**src/verilog/sosel_consts.vh**
```
// constants for the status output selector: offsets, fields, codes, limits, reset values
`ifndef SOSEL_CONSTS_VH
`define SOSEL_CONSTS_VH
// register byte offsets
`define SOSEL_OFF_CTRL 12'h000
`define SOSEL_OFF_WIN 12'h004
`define SOSEL_OFF_SUBST 12'h008
`define SOSEL_OFF_SEL 12'h00C
`define SOSEL_OFF_STAT 12'h010
`define SOSEL_OFF_AIN 12'h014
`define SOSEL_OFF_FREQ 12'h018
// selector codes
`define SOSEL_CODE_DC 8'h1B
`define SOSEL_CODE_RDY 8'h32
`define SOSEL_CODE_FWD 8'h33
`define SOSEL_CODE_REV 8'h34
`define SOSEL_CODE_MAJ 8'h35
`define SOSEL_CODE_WIN 8'h36
`define SOSEL_CODE_FSRC 8'h3A
`define SOSEL_CODE_RSRC 8'h3B
`define SOSEL_CODE_MOT2 8'h3C
// source select value meaning "operator/terminal source 02"
`define SOSEL_SRC_02 2'h2
// percent limits
`define SOSEL_PCT_MAX 7'h64
`define SOSEL_HYS_MAX 7'h0A
// phase loss window, output frequency in 0.01 Hz steps
`define SOSEL_PL_FMIN 16'h01F4
`define SOSEL_PL_FMAX 16'h2710
// trip codes that count as major failure
`define SOSEL_E_MEM 8'h08
`define SOSEL_E_CUR 8'h0A
`define SOSEL_E_CPU 8'h0B
`define SOSEL_E_GND 8'h0E
`define SOSEL_E_THM 8'h13
// ctrl register fields
`define SOSEL_CTRL_FSRC_LO 0
`define SOSEL_CTRL_RSRC_LO 2
`define SOSEL_CTRL_GF_EN 4
`define SOSEL_CTRL_PL_EN 5
// reset values
`define SOSEL_RST_CTRL 32'h0000_0000
`define SOSEL_RST_WIN 32'h0000_6400
`define SOSEL_RST_SUBST 8'h80
`define SOSEL_RST_SEL 16'h0000
`endif

```
**src/verilog/sosel_window.v**
```verilog
// window comparator with hysteresis and limit constraint
`timescale 1ns/10ps
`include "sosel_consts.vh"
module sosel_window (
  input wire pclk,
  input wire presetn,
  input wire [6:0] ain,
  input wire [6:0] upper_in,
  input wire [6:0] lower_in,
  input wire [6:0] hys_in,
  output wire [6:0] upper_eff,
  output wire [6:0] lower_eff,
  output wire [6:0] hys_eff,
  output reg hit_r
);
  wire [7:0] diff;
  wire [6:0] hys_half;
  wire [6:0] hys_lim;
  wire [6:0] hys_c;
  wire [6:0] up_c;
  wire [7:0] low_room;
  wire [6:0] low_c;
  wire [7:0] up_hi;
  wire [7:0] low_lo;
  reg hit_nxt;
  // hysteresis at most half the span and at most ten percent
  assign diff = (upper_in > lower_in) ? {1'b0, upper_in - lower_in} : 8'h00;
  assign hys_half = diff[7:1];
  // both caps apply at once: a wide span must not lift the ten percent cap
  assign hys_lim = (hys_half > `SOSEL_HYS_MAX) ? `SOSEL_HYS_MAX : hys_half;
  assign hys_c = (hys_in > hys_lim) ? hys_lim : hys_in;
  // upper kept at most 100, lower kept at most upper minus twice hysteresis
  assign up_c = (upper_in > `SOSEL_PCT_MAX) ? `SOSEL_PCT_MAX : upper_in;
  assign low_room = (up_c > {hys_c[5:0], 1'b0}) ?
                    {1'b0, up_c - {hys_c[5:0], 1'b0}} : 8'h00;
  assign low_c = ({1'b0, lower_in} > low_room) ? low_room[6:0] : lower_in;
  assign upper_eff = up_c;
  assign lower_eff = low_c;
  assign hys_eff = hys_c;
  // limits widen by the hysteresis once inside, so a noisy input won't chatter
  assign up_hi = hit_r ? {1'b0, up_c} + {1'b0, hys_c} :
                 {1'b0, up_c} - {1'b0, hys_c};
  assign low_lo = hit_r ? ((low_c > hys_c) ? {1'b0, low_c - hys_c} : 8'h00) :
                  {1'b0, low_c} + {1'b0, hys_c};
  // inside window means hit
  always @* begin
    hit_nxt = ({1'b0, ain} >= low_lo) && ({1'b0, ain} <= up_hi);
  end
  always @(posedge pclk or negedge presetn) begin
    if (!presetn) begin
      hit_r <= 1'b0;
    end else begin
      hit_r <= hit_nxt;
    end
  end
endmodule // sosel_window

```
**src/verilog/sosel_top.v**
```verilog
// status flag generator and output selector with apb registers
//
// Contract
// - ready flag high when commands are accepted
// - commands taken only while ready is high
// - forward flag only while driving forward
// - reverse flag only while driving reverse
// - listed trip errors raise major failure
// - window hit while input inside limits
// - hysteresis capped half span, ten percent
// - limits clamped to range and hysteresis
// - substitute level replaces input on hit
// - disconnect flag equals window hit
// - disconnect when input below upper limit
// - freq source flag: select 02, not second
// - run source flag: select 02, not second
// - second motor flag during second control
// - power-up ground check only when enabled
// - phase loss check 5 to 100 Hz
//
// Our own choices: the placing of the registers and the APB interface to the registers.
`timescale 1ns/10ps
`include "sosel_consts.vh"
module sosel_top (
  input wire pclk,
  input wire presetn,
  input wire psel,
  input wire penable,
  input wire pwrite,
  input wire [11:0] paddr,
  input wire [31:0] pwdata,
  output reg [31:0] prdata,
  output reg pready,
  output reg pslverr,
  input wire drive_ready,
  input wire drive_fwd,
  input wire drive_rev,
  input wire second_mode,
  input wire tripped,
  input wire [7:0] trip_code,
  input wire power_up,
  input wire [6:0] analog_inputs,
  input wire [15:0] out_freq,
  input wire run_cmd,
  output reg ready_to_accept,
  output reg forward_running,
  output reg reverse_running,
  output reg major_failure,
  output reg trip_indication,
  output reg window_hit,
  output reg disconnect_flag,
  output reg frequency_source_flag,
  output reg run_source_flag,
  output reg second_motor_active,
  output reg run_accepted,
  output reg gf_check_run,
  output reg pl_check_run,
  output reg [6:0] analog_applied,
  output reg terminal_out,
  output reg relay_out
);
  // ****************************************************
  // registers
  // ****************************************************
  // ctrl: [1:0] freq source, [3:2] run source, [4] gf en, [5] pl en
  // win: [6:0] upper, [14:8] lower, [22:16] hysteresis, stored raw, read back clamped
  // subst: [7] set means no substitute, [6:0] level in percent
  // sel: [7:0] terminal code, [15:8] relay code
  reg [31:0] ctrl_r;
  reg [31:0] win_r;
  reg [7:0] subst_r;
  reg [15:0] sel_r;
  reg [12:0] pin_s1_r;
  reg [12:0] pin_s2_r;
  reg [15:0] freq_s1_r;
  reg [15:0] freq_s2_r;
  reg [7:0] code_s1_r;
  reg [7:0] code_s2_r;
  reg [6:0] ain_s1_r;
  reg [6:0] ain_s2_r;
  wire [6:0] up_eff;
  wire [6:0] low_eff;
  wire [6:0] hys_eff;
  wire hit;
  wire wr_en;
  wire rd_en;
  wire [1:0] fsrc;
  wire [1:0] rsrc;
  // synced pin bits
  wire s_ready;
  wire s_fwd;
  wire s_rev;
  wire s_second;
  wire s_trip;
  wire s_pwr;
  wire s_run;
  reg [31:0] rd_nxt;
  reg err_nxt;

  // ****************************************************
  // selection function
  // ****************************************************
  // maps a selector code to the flag it names; unknown codes give 0
  // decoded once per output, so one chain serves terminal and relay alike
  function pick;
    input [7:0] code;
    input [8:0] flags;
    begin
      if (code == `SOSEL_CODE_DC) pick = flags[5];
      else if (code == `SOSEL_CODE_RDY) pick = flags[0];
      else if (code == `SOSEL_CODE_FWD) pick = flags[1];
      else if (code == `SOSEL_CODE_REV) pick = flags[2];
      else if (code == `SOSEL_CODE_MAJ) pick = flags[3];
      else if (code == `SOSEL_CODE_WIN) pick = flags[4];
      else if (code == `SOSEL_CODE_FSRC) pick = flags[6];
      else if (code == `SOSEL_CODE_RSRC) pick = flags[7];
      else if (code == `SOSEL_CODE_MOT2) pick = flags[8];
      else pick = 1'b0;
    end
  endfunction

  // ****************************************************
  // input synchronisers
  // ****************************************************
  // pins come from the drive core domain, two flops before use
  always @(posedge pclk or negedge presetn) begin
    if (!presetn) begin
      pin_s1_r <= 13'h0000;
      pin_s2_r <= 13'h0000;
      freq_s1_r <= 16'h0000;
      freq_s2_r <= 16'h0000;
      code_s1_r <= 8'h00;
      code_s2_r <= 8'h00;
      ain_s1_r <= 7'h00;
      ain_s2_r <= 7'h00;
    end else begin
      pin_s1_r <= {6'h00, run_cmd, power_up, tripped, second_mode,
                   drive_rev, drive_fwd, drive_ready};
      pin_s2_r <= pin_s1_r;
      freq_s1_r <= out_freq;
      freq_s2_r <= freq_s1_r;
      code_s1_r <= trip_code;
      code_s2_r <= code_s1_r;
      ain_s1_r <= analog_inputs;
      ain_s2_r <= ain_s1_r;
    end
  end
  assign s_ready = pin_s2_r[0];
  assign s_fwd = pin_s2_r[1];
  assign s_rev = pin_s2_r[2];
  assign s_second = pin_s2_r[3];
  assign s_trip = pin_s2_r[4];
  assign s_pwr = pin_s2_r[5];
  assign s_run = pin_s2_r[6];
  // source selects come from the control register, not from pins
  assign fsrc = ctrl_r[`SOSEL_CTRL_FSRC_LO+1:`SOSEL_CTRL_FSRC_LO];
  assign rsrc = ctrl_r[`SOSEL_CTRL_RSRC_LO+1:`SOSEL_CTRL_RSRC_LO];

  // ****************************************************
  // window comparator
  // ****************************************************
  // ain below upper limit with lower at 0 flags a disconnection
  sosel_window u_win (
    .pclk(pclk),
    .presetn(presetn),
    .ain(ain_s2_r),
    .upper_in(win_r[6:0]),
    .lower_in(win_r[14:8]),
    .hys_in(win_r[22:16]),
    .upper_eff(up_eff),
    .lower_eff(low_eff),
    .hys_eff(hys_eff),
    .hit_r(hit)
  );

  // ****************************************************
  // apb slave
  // ****************************************************
  // zero wait state: pready high in every access phase
  assign wr_en = psel && penable && pwrite;
  assign rd_en = psel && !penable && !pwrite;
  // read decode, unmapped addresses answer with pslverr
  always @* begin
    rd_nxt = 32'h0000_0000;
    err_nxt = 1'b0;
    if (paddr == `SOSEL_OFF_CTRL) begin
      rd_nxt = ctrl_r;
    end else if (paddr == `SOSEL_OFF_WIN) begin
      rd_nxt = {9'h000, hys_eff, 1'b0, low_eff, 1'b0, up_eff};
    end else if (paddr == `SOSEL_OFF_SUBST) begin
      rd_nxt = {24'h000000, subst_r};
    end else if (paddr == `SOSEL_OFF_SEL) begin
      rd_nxt = {16'h0000, sel_r};
    end else if (paddr == `SOSEL_OFF_STAT) begin
      rd_nxt = {18'h00000, relay_out, terminal_out, pl_check_run,
                gf_check_run, second_motor_active, run_source_flag,
                frequency_source_flag, disconnect_flag, window_hit,
                major_failure, reverse_running, forward_running,
                ready_to_accept, trip_indication};
    end else if (paddr == `SOSEL_OFF_AIN) begin
      rd_nxt = {25'h0000000, analog_applied};
    end else if (paddr == `SOSEL_OFF_FREQ) begin
      rd_nxt = {16'h0000, freq_s2_r};
    end else begin
      err_nxt = 1'b1;
    end
  end
  // register writes and read capture
  // read data taken in the setup cycle, so it stands through access
  // writes land only at the access edge, never in setup
  always @(posedge pclk or negedge presetn) begin
    if (!presetn) begin
      ctrl_r <= `SOSEL_RST_CTRL;
      win_r <= `SOSEL_RST_WIN;
      subst_r <= `SOSEL_RST_SUBST;
      sel_r <= `SOSEL_RST_SEL;
      prdata <= 32'h0000_0000;
      pready <= 1'b0;
      pslverr <= 1'b0;
    end else begin
      pready <= psel && !penable;
      pslverr <= psel && !penable && err_nxt;
      if (rd_en) begin
        prdata <= rd_nxt;
      end
      if (wr_en) begin
        if (paddr == `SOSEL_OFF_CTRL) begin
          ctrl_r <= {26'h0000000, pwdata[5:0]};
        end else if (paddr == `SOSEL_OFF_WIN) begin
          win_r <= {9'h000, pwdata[22:16], 1'b0, pwdata[14:8], 1'b0,
                    pwdata[6:0]};
        end else if (paddr == `SOSEL_OFF_SUBST) begin
          subst_r <= pwdata[7:0];
        end else if (paddr == `SOSEL_OFF_SEL) begin
          sel_r <= pwdata[15:0];
        end
      end
    end
  end

  // ****************************************************
  // status flags and outputs
  // ****************************************************
  // all flags registered so every output leaves from a flop
  // a trip gates ready and both direction flags: a tripped drive
  // neither accepts commands nor drives the motor
  always @(posedge pclk or negedge presetn) begin
    if (!presetn) begin
      ready_to_accept <= 1'b0;
      forward_running <= 1'b0;
      reverse_running <= 1'b0;
      major_failure <= 1'b0;
      trip_indication <= 1'b0;
      window_hit <= 1'b0;
      disconnect_flag <= 1'b0;
      frequency_source_flag <= 1'b0;
      run_source_flag <= 1'b0;
      second_motor_active <= 1'b0;
      run_accepted <= 1'b0;
      gf_check_run <= 1'b0;
      pl_check_run <= 1'b0;
      analog_applied <= 7'h00;
      terminal_out <= 1'b0;
      relay_out <= 1'b0;
    end else begin
      ready_to_accept <= s_ready && !s_trip;
      run_accepted <= s_run && ready_to_accept;
      // both requests at once count as stopping
      forward_running <= s_fwd && !s_rev && !s_trip;
      reverse_running <= s_rev && !s_fwd && !s_trip;
      trip_indication <= s_trip;
      // trip code synced beside the trip pin, so both settle together
      // a code that changes mid-sync may show one stale cycle
      major_failure <= s_trip && (code_s2_r == `SOSEL_E_MEM ||
                       code_s2_r == `SOSEL_E_CUR ||
                       code_s2_r == `SOSEL_E_CPU ||
                       code_s2_r == `SOSEL_E_GND ||
                       code_s2_r == `SOSEL_E_THM);
      window_hit <= hit;
      disconnect_flag <= hit;
      // substitute has bit 7 set for "no"; values clamp to 100
      if (hit && !subst_r[7]) begin
        analog_applied <= (subst_r[6:0] > `SOSEL_PCT_MAX) ?
                          `SOSEL_PCT_MAX : subst_r[6:0];
      end else begin
        analog_applied <= ain_s2_r;
      end
      frequency_source_flag <= (fsrc == `SOSEL_SRC_02) && !s_second;
      run_source_flag <= (rsrc == `SOSEL_SRC_02) && !s_second;
      second_motor_active <= s_second;
      gf_check_run <= s_pwr && ctrl_r[`SOSEL_CTRL_GF_EN];
      pl_check_run <= ctrl_r[`SOSEL_CTRL_PL_EN] &&
                      freq_s2_r >= `SOSEL_PL_FMIN &&
                      freq_s2_r <= `SOSEL_PL_FMAX;
      // outputs select from the already registered flags, one cycle later
      terminal_out <= pick(sel_r[7:0], {second_motor_active, run_source_flag,
                      frequency_source_flag, disconnect_flag, window_hit,
                      major_failure, reverse_running, forward_running,
                      ready_to_accept});
      relay_out <= pick(sel_r[15:8], {second_motor_active, run_source_flag,
                   frequency_source_flag, disconnect_flag, window_hit,
                   major_failure, reverse_running, forward_running,
                   ready_to_accept});
    end
  end
endmodule // sosel_top

```
**config.mk**
```make
export PLATFORM = sky130hd
export DESIGN_NAME = sosel_top
export DESIGN_NICKNAME = d
export VERILOG_FILES = /design/src/verilog/sosel_window.v /design/src/verilog/sosel_top.v
export VERILOG_INCLUDE_DIRS = /design/src /design/src/verilog
export SDC_FILE = /design/constraint.sdc
export NUM_CORES = 1
export LEC_CHECK = 0
export BUFFER_PORTS_ARGS = -buffer_cell sky130_fd_sc_hd__buf_4
export CAP_MARGIN = 20
export CORE_ASPECT_RATIO = 1.5
export CORE_MARGIN = 1
export CORE_UTILIZATION = 55
export DETAILED_ROUTE_END_ITERATION = 16
export GPL_ROUTABILITY_DRIVEN = 1
export PLACE_DENSITY = 0.89
export SLEW_MARGIN = 20
export SYNTH_ARGS = -nofsm -noshare
export SYNTH_HDL_FRONTEND = slang
export SYNTH_SLANG_ARGS = --single-unit
```
**constraint.sdc**
```tcl
create_clock -name pclk -period 10.85 [get_ports pclk]
set_clock_uncertainty 0.05 [all_clocks]
set_input_delay 0 -clock pclk [delete_from_list [all_inputs] [get_ports pclk]]
set_output_delay 0 -clock pclk [all_outputs]
set_load 0.05 [all_outputs]
```
==> report_table.html <==
<table>
<tr><th>Metric</th><th>Value</th></tr>
<tr><th colspan="2">Worst setup path</th></tr>
<tr><td>Class of the most critical setup path</td><td>flop to flop</td></tr>
<tr><td>Slowest cell delay on critical path</td><td>0.56 ns</td></tr>
<tr><td>Crit end category</td><td>flop</td></tr>
<tr><td>Worst path most repeated cell</td><td>a21oi_1</td></tr>
<tr><td>Start point of the critical path</td><td>win_r[0]</td></tr>
<tr><td>Arrival @ worst endpoint</td><td>10.25 ns</td></tr>
<tr><td>Dominant delay contributor by cell family on the critical path</td><td>compound AO/OA/AOI/OAI gates</td></tr>
<tr><td>Critical-path cell with the highest stage delay</td><td>or4_4</td></tr>
<tr><td>Worst R2R Start</td><td>win_r[0]</td></tr>
<tr><td>Critical path startpoint category</td><td>flop</td></tr>
<tr><td>Max Fanout on Critical Path</td><td>11</td></tr>
<tr><td>Required arrival time at the worst endpoint</td><td>11.10 ns</td></tr>
<tr><td>Number of buffers and inverters on the critical path</td><td>5</td></tr>
<tr><th colspan="2">CTS</th></tr>
<tr><td>Worst skew pair latency</td><td>0.43 ns</td></tr>
<tr><td>Master cell of the clock root buffer</td><td>clkbuf_16</td></tr>
<tr><td>Num CTS Buffers</td><td>17</td></tr>
<tr><td>Clk sinks</td><td>174</td></tr>
<tr><td>Number of setup buffers added after CTS</td><td>0</td></tr>
<tr><td>Clock tree from TritonCTS</td><td>done</td></tr>
<tr><td>H-tree levels</td><td>4</td></tr>
<tr><td>Clock-pin transition on the worst setup and hold timing paths</td><td>0.08 ns</td></tr>
<tr><td>Maximum clock path buffer count</td><td>2</td></tr>
<tr><th colspan="2">Logic synthesis</th></tr>
<tr><td>Cell taking the most area after synthesis</td><td>dfrtp_1</td></tr>
<tr><td>Most common flop cell mapped by yosys</td><td>dfrtp_1</td></tr>
<tr><td>Mean Syn Cell Area</td><td>11.3 sq um</td></tr>
<tr><td>Cell types with the largest area share after synthesis</td><td>dfrtp_1 48%, ha_1 8.9%, mux2_2 5.0%</td></tr>
<tr><td>Async set-or-reset flop fraction in the synthesized netlist</td><td>100%</td></tr>
<tr><td>Proportion of netlist area held by the largest area contributor</td><td>48.1%</td></tr>
<tr><td>Count of warnings emitted by yosys</td><td>0</td></tr>
<tr><td>Number of unique standard cell types used by synthesis</td><td>78</td></tr>
<tr><td>Count of flip-flops with a built-in enable after synthesis</td><td>0</td></tr>
<tr><td>Synthesized cell area</td><td>8840 sq um</td></tr>
<tr><td>Cells after synthesis</td><td>783</td></tr>
<tr><td>Sequential element share of the synthesized area</td><td>49.3%</td></tr>
<tr><td>Post-synthesis register bit count</td><td>174</td></tr>
<tr><th colspan="2">Floorplanning</th></tr>
<tr><td>Initial standard-cell utilization of the core</td><td>56.4%</td></tr>
<tr><td>Die extent in y</td><td>157 um</td></tr>
<tr><td>Count of standard-cell rows</td><td>56</td></tr>
<tr><td>Die boundary width</td><td>106 um</td></tr>
<tr><td>Boundary Pins</td><td>143</td></tr>
<tr><td>Core ar.</td><td>15700 sq um</td></tr>
<tr><td>Die Outline Area</td><td>16600 sq um</td></tr>
<tr><th colspan="2">Final layout</th></tr>
<tr><td>Most frequent standard cell in the layout excluding fill and tap cells</td><td>dfrtp_1</td></tr>
<tr><td>P&amp;R area growth vs syn</td><td>27.0%</td></tr>
<tr><td>Fraction of final layout cells with drive strength greater than 1</td><td>23.5%</td></tr>
<tr><td>Number of nets in the layout</td><td>1130</td></tr>
<tr><td>Number of filler cells placed in the layout</td><td>1071</td></tr>
<tr><td>Final antenna diode count</td><td>0</td></tr>
<tr><td>Commonest cells after routing, fill and taps aside</td><td>170 x dfrtp_1, 129 x buf_4, 68 x dlygate4sd3_1</td></tr>
<tr><th colspan="2">Drt</th></tr>
<tr><td>DRC marker count from the first detailed-route iteration</td><td>700</td></tr>
<tr><td>Drt first pass iters</td><td>9</td></tr>
<tr><td>Via count</td><td>7245</td></tr>
<tr><td>Post-detailed-routing wire length</td><td>25200 um</td></tr>
<tr><td>Vias per cell</td><td>6.08</td></tr>
<tr><td>Detailed-route DRC error count</td><td>0</td></tr>
<tr><td>Routed WL per cell</td><td>21.2 um</td></tr>
<tr><td>Antenna Nets Post-Route</td><td>0</td></tr>
<tr><th colspan="2">Place</th></tr>
<tr><td>Hpwl dp</td><td>17100 um</td></tr>
<tr><td>Last weighted congestion value of the routability-driven placer</td><td>0.981</td></tr>
<tr><td>Buffers on Ports</td><td>124</td></tr>
<tr><th colspan="2">Global route</th></tr>
<tr><td>Antenna violations before repair</td><td>0</td></tr>
<tr><td>Total gr overflow</td><td>0</td></tr>
<tr><td>Maximum number of pins on one net before global-route repair</td><td>93</td></tr>
<tr><td>Vias in the first global route</td><td>7446</td></tr>
<tr><td>GR Util All Layers</td><td>31.3%</td></tr>
<tr><td>First-pass GRT wire length</td><td>38900 um</td></tr>
<tr><th colspan="2">Hold path</th></tr>
<tr><td>Worst hold path class</td><td>primary input to flop</td></tr>
<tr><td>Startpoint of the tightest hold check path</td><td>paddr[7]</td></tr>
<tr><th colspan="2">STA</th></tr>
<tr><td>Fin Setup TNS</td><td>0 ns</td></tr>
<tr><td>Setup repair after global routing missed its margin</td><td>false</td></tr>
<tr><td>Final period util</td><td>92.1%</td></tr>
<tr><td>Max Transition Viols Final</td><td>0</td></tr>
<tr><td>Worst relative slew slack</td><td>26.0%</td></tr>
<tr><td>Highest clock frequency the design can meet</td><td>100 MHz</td></tr>
<tr><td>Setup violation total in the final timing report</td><td>0</td></tr>
<tr><td>Post-route worst hold slack</td><td>0.0847 ns</td></tr>
<tr><td>Transition time at the pin with the least slew margin</td><td>1.11 ns</td></tr>
<tr><td>Final count of hold timing violations</td><td>0</td></tr>
<tr><td>Final period demand of the worst path</td><td>10.0 ns</td></tr>
<tr><th colspan="2">Power and ir drop</th></tr>
<tr><td>Leakage dissipation</td><td>5.42 nW</td></tr>
<tr><td>Pwr dens</td><td>128 nW/um^2</td></tr>
<tr><td>Largest vdd supply drop</td><td>124 uV</td></tr>
<tr><td>Total power consumption of the routed design</td><td>1.44 mW</td></tr>
<tr><th colspan="2">Flow run</th></tr>
<tr><td>MaxCap Viol Count</td><td>0</td></tr>
<tr><th colspan="2">Status</th></tr>
<tr><td>Run status</td><td>finished, final reports clean</td></tr>
</table>
==> logic make-up (layout without fill, tap and decap cells) <==
family                     after synthesis  after routing  share of synthesized area [%]
other                                    2             13                         0.0849
xor gates and xnor gates                21             21                           2.16
adders and majority gates               68             68                           10.0
AOI/OAI and AO/OA                      201            201                           16.2
buffers and inverters                   80            274                           4.12
and+or+nand+nor                        175            175                           10.1
muxes                                   62             62                           7.96
DFF                                    174            174                           49.3
==> registers in the layout, summed over array words and instances (netlist names), 8 cells and up <==
| name | flops |
|---|---|
| prdata | 23 |
| subst_r | 8 |
| freq_s1_r | 16 |
| freq_s2_r | 16 |
| code_s2_r | 8 |
| code_s1_r | 8 |
| win_r | 21 |
| sel_r | 16 |
==> per-stage QoR <==
stage | setup WS, ns | utilization, % | std cells | area, sq um
after floorplan | 1.44 | - | 794 | 8890
after global placement | 0.927 | 63.2 | 1091 | 9920
after detailed placement | 0.677 | 63.2 | 1091 | 9920
after CTS | 0.618 | 71.4 | 1191 | 11200
after global routing | 0.00581 | 71.6 | 1191 | 11200
final | 0.855 | 71.6 | 1191 | 11200
==> cell usage after synthesis, types with 3 or more instances <==
library cell,number
a211oi_1,4
a21o_1,27
a21oi_1,38
a221o_1,3
a222oi_1,12
a22o_1,7
a22oi_1,14
a31oi_1,11
and2_1,9
and3_1,4
buf_2,3
buf_4,12
clkbuf_1,20
dfrtp_1,170
dfstp_2,4
fa_1,5
ha_1,63
inv_1,42
mux2_1,18
mux2_2,39
mux2i_1,4
nand2_1,40
nand2b_1,10
nand3_1,14
nand4_1,7
nor2_1,41
nor2_2,4
nor2b_1,9
nor3_1,16
nor3b_1,5
o21a_1,6
o21ai_0,29
o21bai_1,8
o22ai_1,4
o31ai_1,3
o32ai_1,4
xnor2_1,10
xor2_1,10
==> cell type report <==
| cell class | instances | area [sq um] | area share, % |
|---|---|---|---|
| Clock buffer | 17 | 425 | 3.79 |
| Clock inverter | 15 | 180 | 1.60 |
| Inverter | 43 | 161 | 1.44 |
| Multi-Input combinational cell | 540 | 4180 | 37.2 |
| Sequential cell | 174 | 4360 | 38.8 |
| Tap cell | 203 | 254 | 2.26 |
| Timing Repair Buffer | 199 | 1670 | 14.9 |
==> metal layers <==
layer,wire length (um),global-route usage [%],vias to the layer above
li1,-,-,3218
met1,8770,34.2,3501
met2,13000,55.8,416
met3,1870,5.55,110
met4,1550,20.3,0
met5,0,0,-
==> worst paths after layout <==
kind / slack, ns / depth (start not counted) / endpoint
worst max-delay path: 0.85 / 50 / u_win.hit_r
worst min-delay path: 0.08 / 6 / prdata[6]
worst max register to register: 0.85 / 50 / u_win.hit_r
worst min register to register: 0.30 / 0 / freq_s2_r[4]
max in group asynchronous: 9.33 / 3 / major_failure
min in group asynchronous: 0.15 / 2 / ain_s2_r[4]
==> worst reg2reg max path: cells and delay by family, from the launching register on <==
| family | cells | cell delay, ns |
|---|---|---|
| AO/OA/AOI/OAI | 24 | 4.19 |
| adder cells (fa/ha/maj) | 7 | 2.09 |
| flip-flops | 1 | 0.41 |
| buffers and inverters | 5 | 0.59 |
| AND/OR/NAND/NOR | 14 | 2.56 |
==> timing repair <==
action / 4_1_cts / 5_1_grt
resized for setup: 0 / 5
hold buffers: 68 / 0
endpoints found under the setup margin: 0 / 1
endpoints found under the hold margin: 182 / 0
==> where the power goes <==
| part | internal [mW] | total (mW) | leakage (nW) | switching [mW] |
|---|---|---|---|---|
| Combinational | 0.0559 | 0.129 | 2.91 | 0.0726 |
| Sequential | 0.668 | 0.687 | 2.22 | 0.0196 |
| Clock | 0.315 | 0.622 | 0.297 | 0.306 |
| Total | 1.04 | 1.44 | 5.42 | 0.399 |
(Power assumes the default switching activity.)
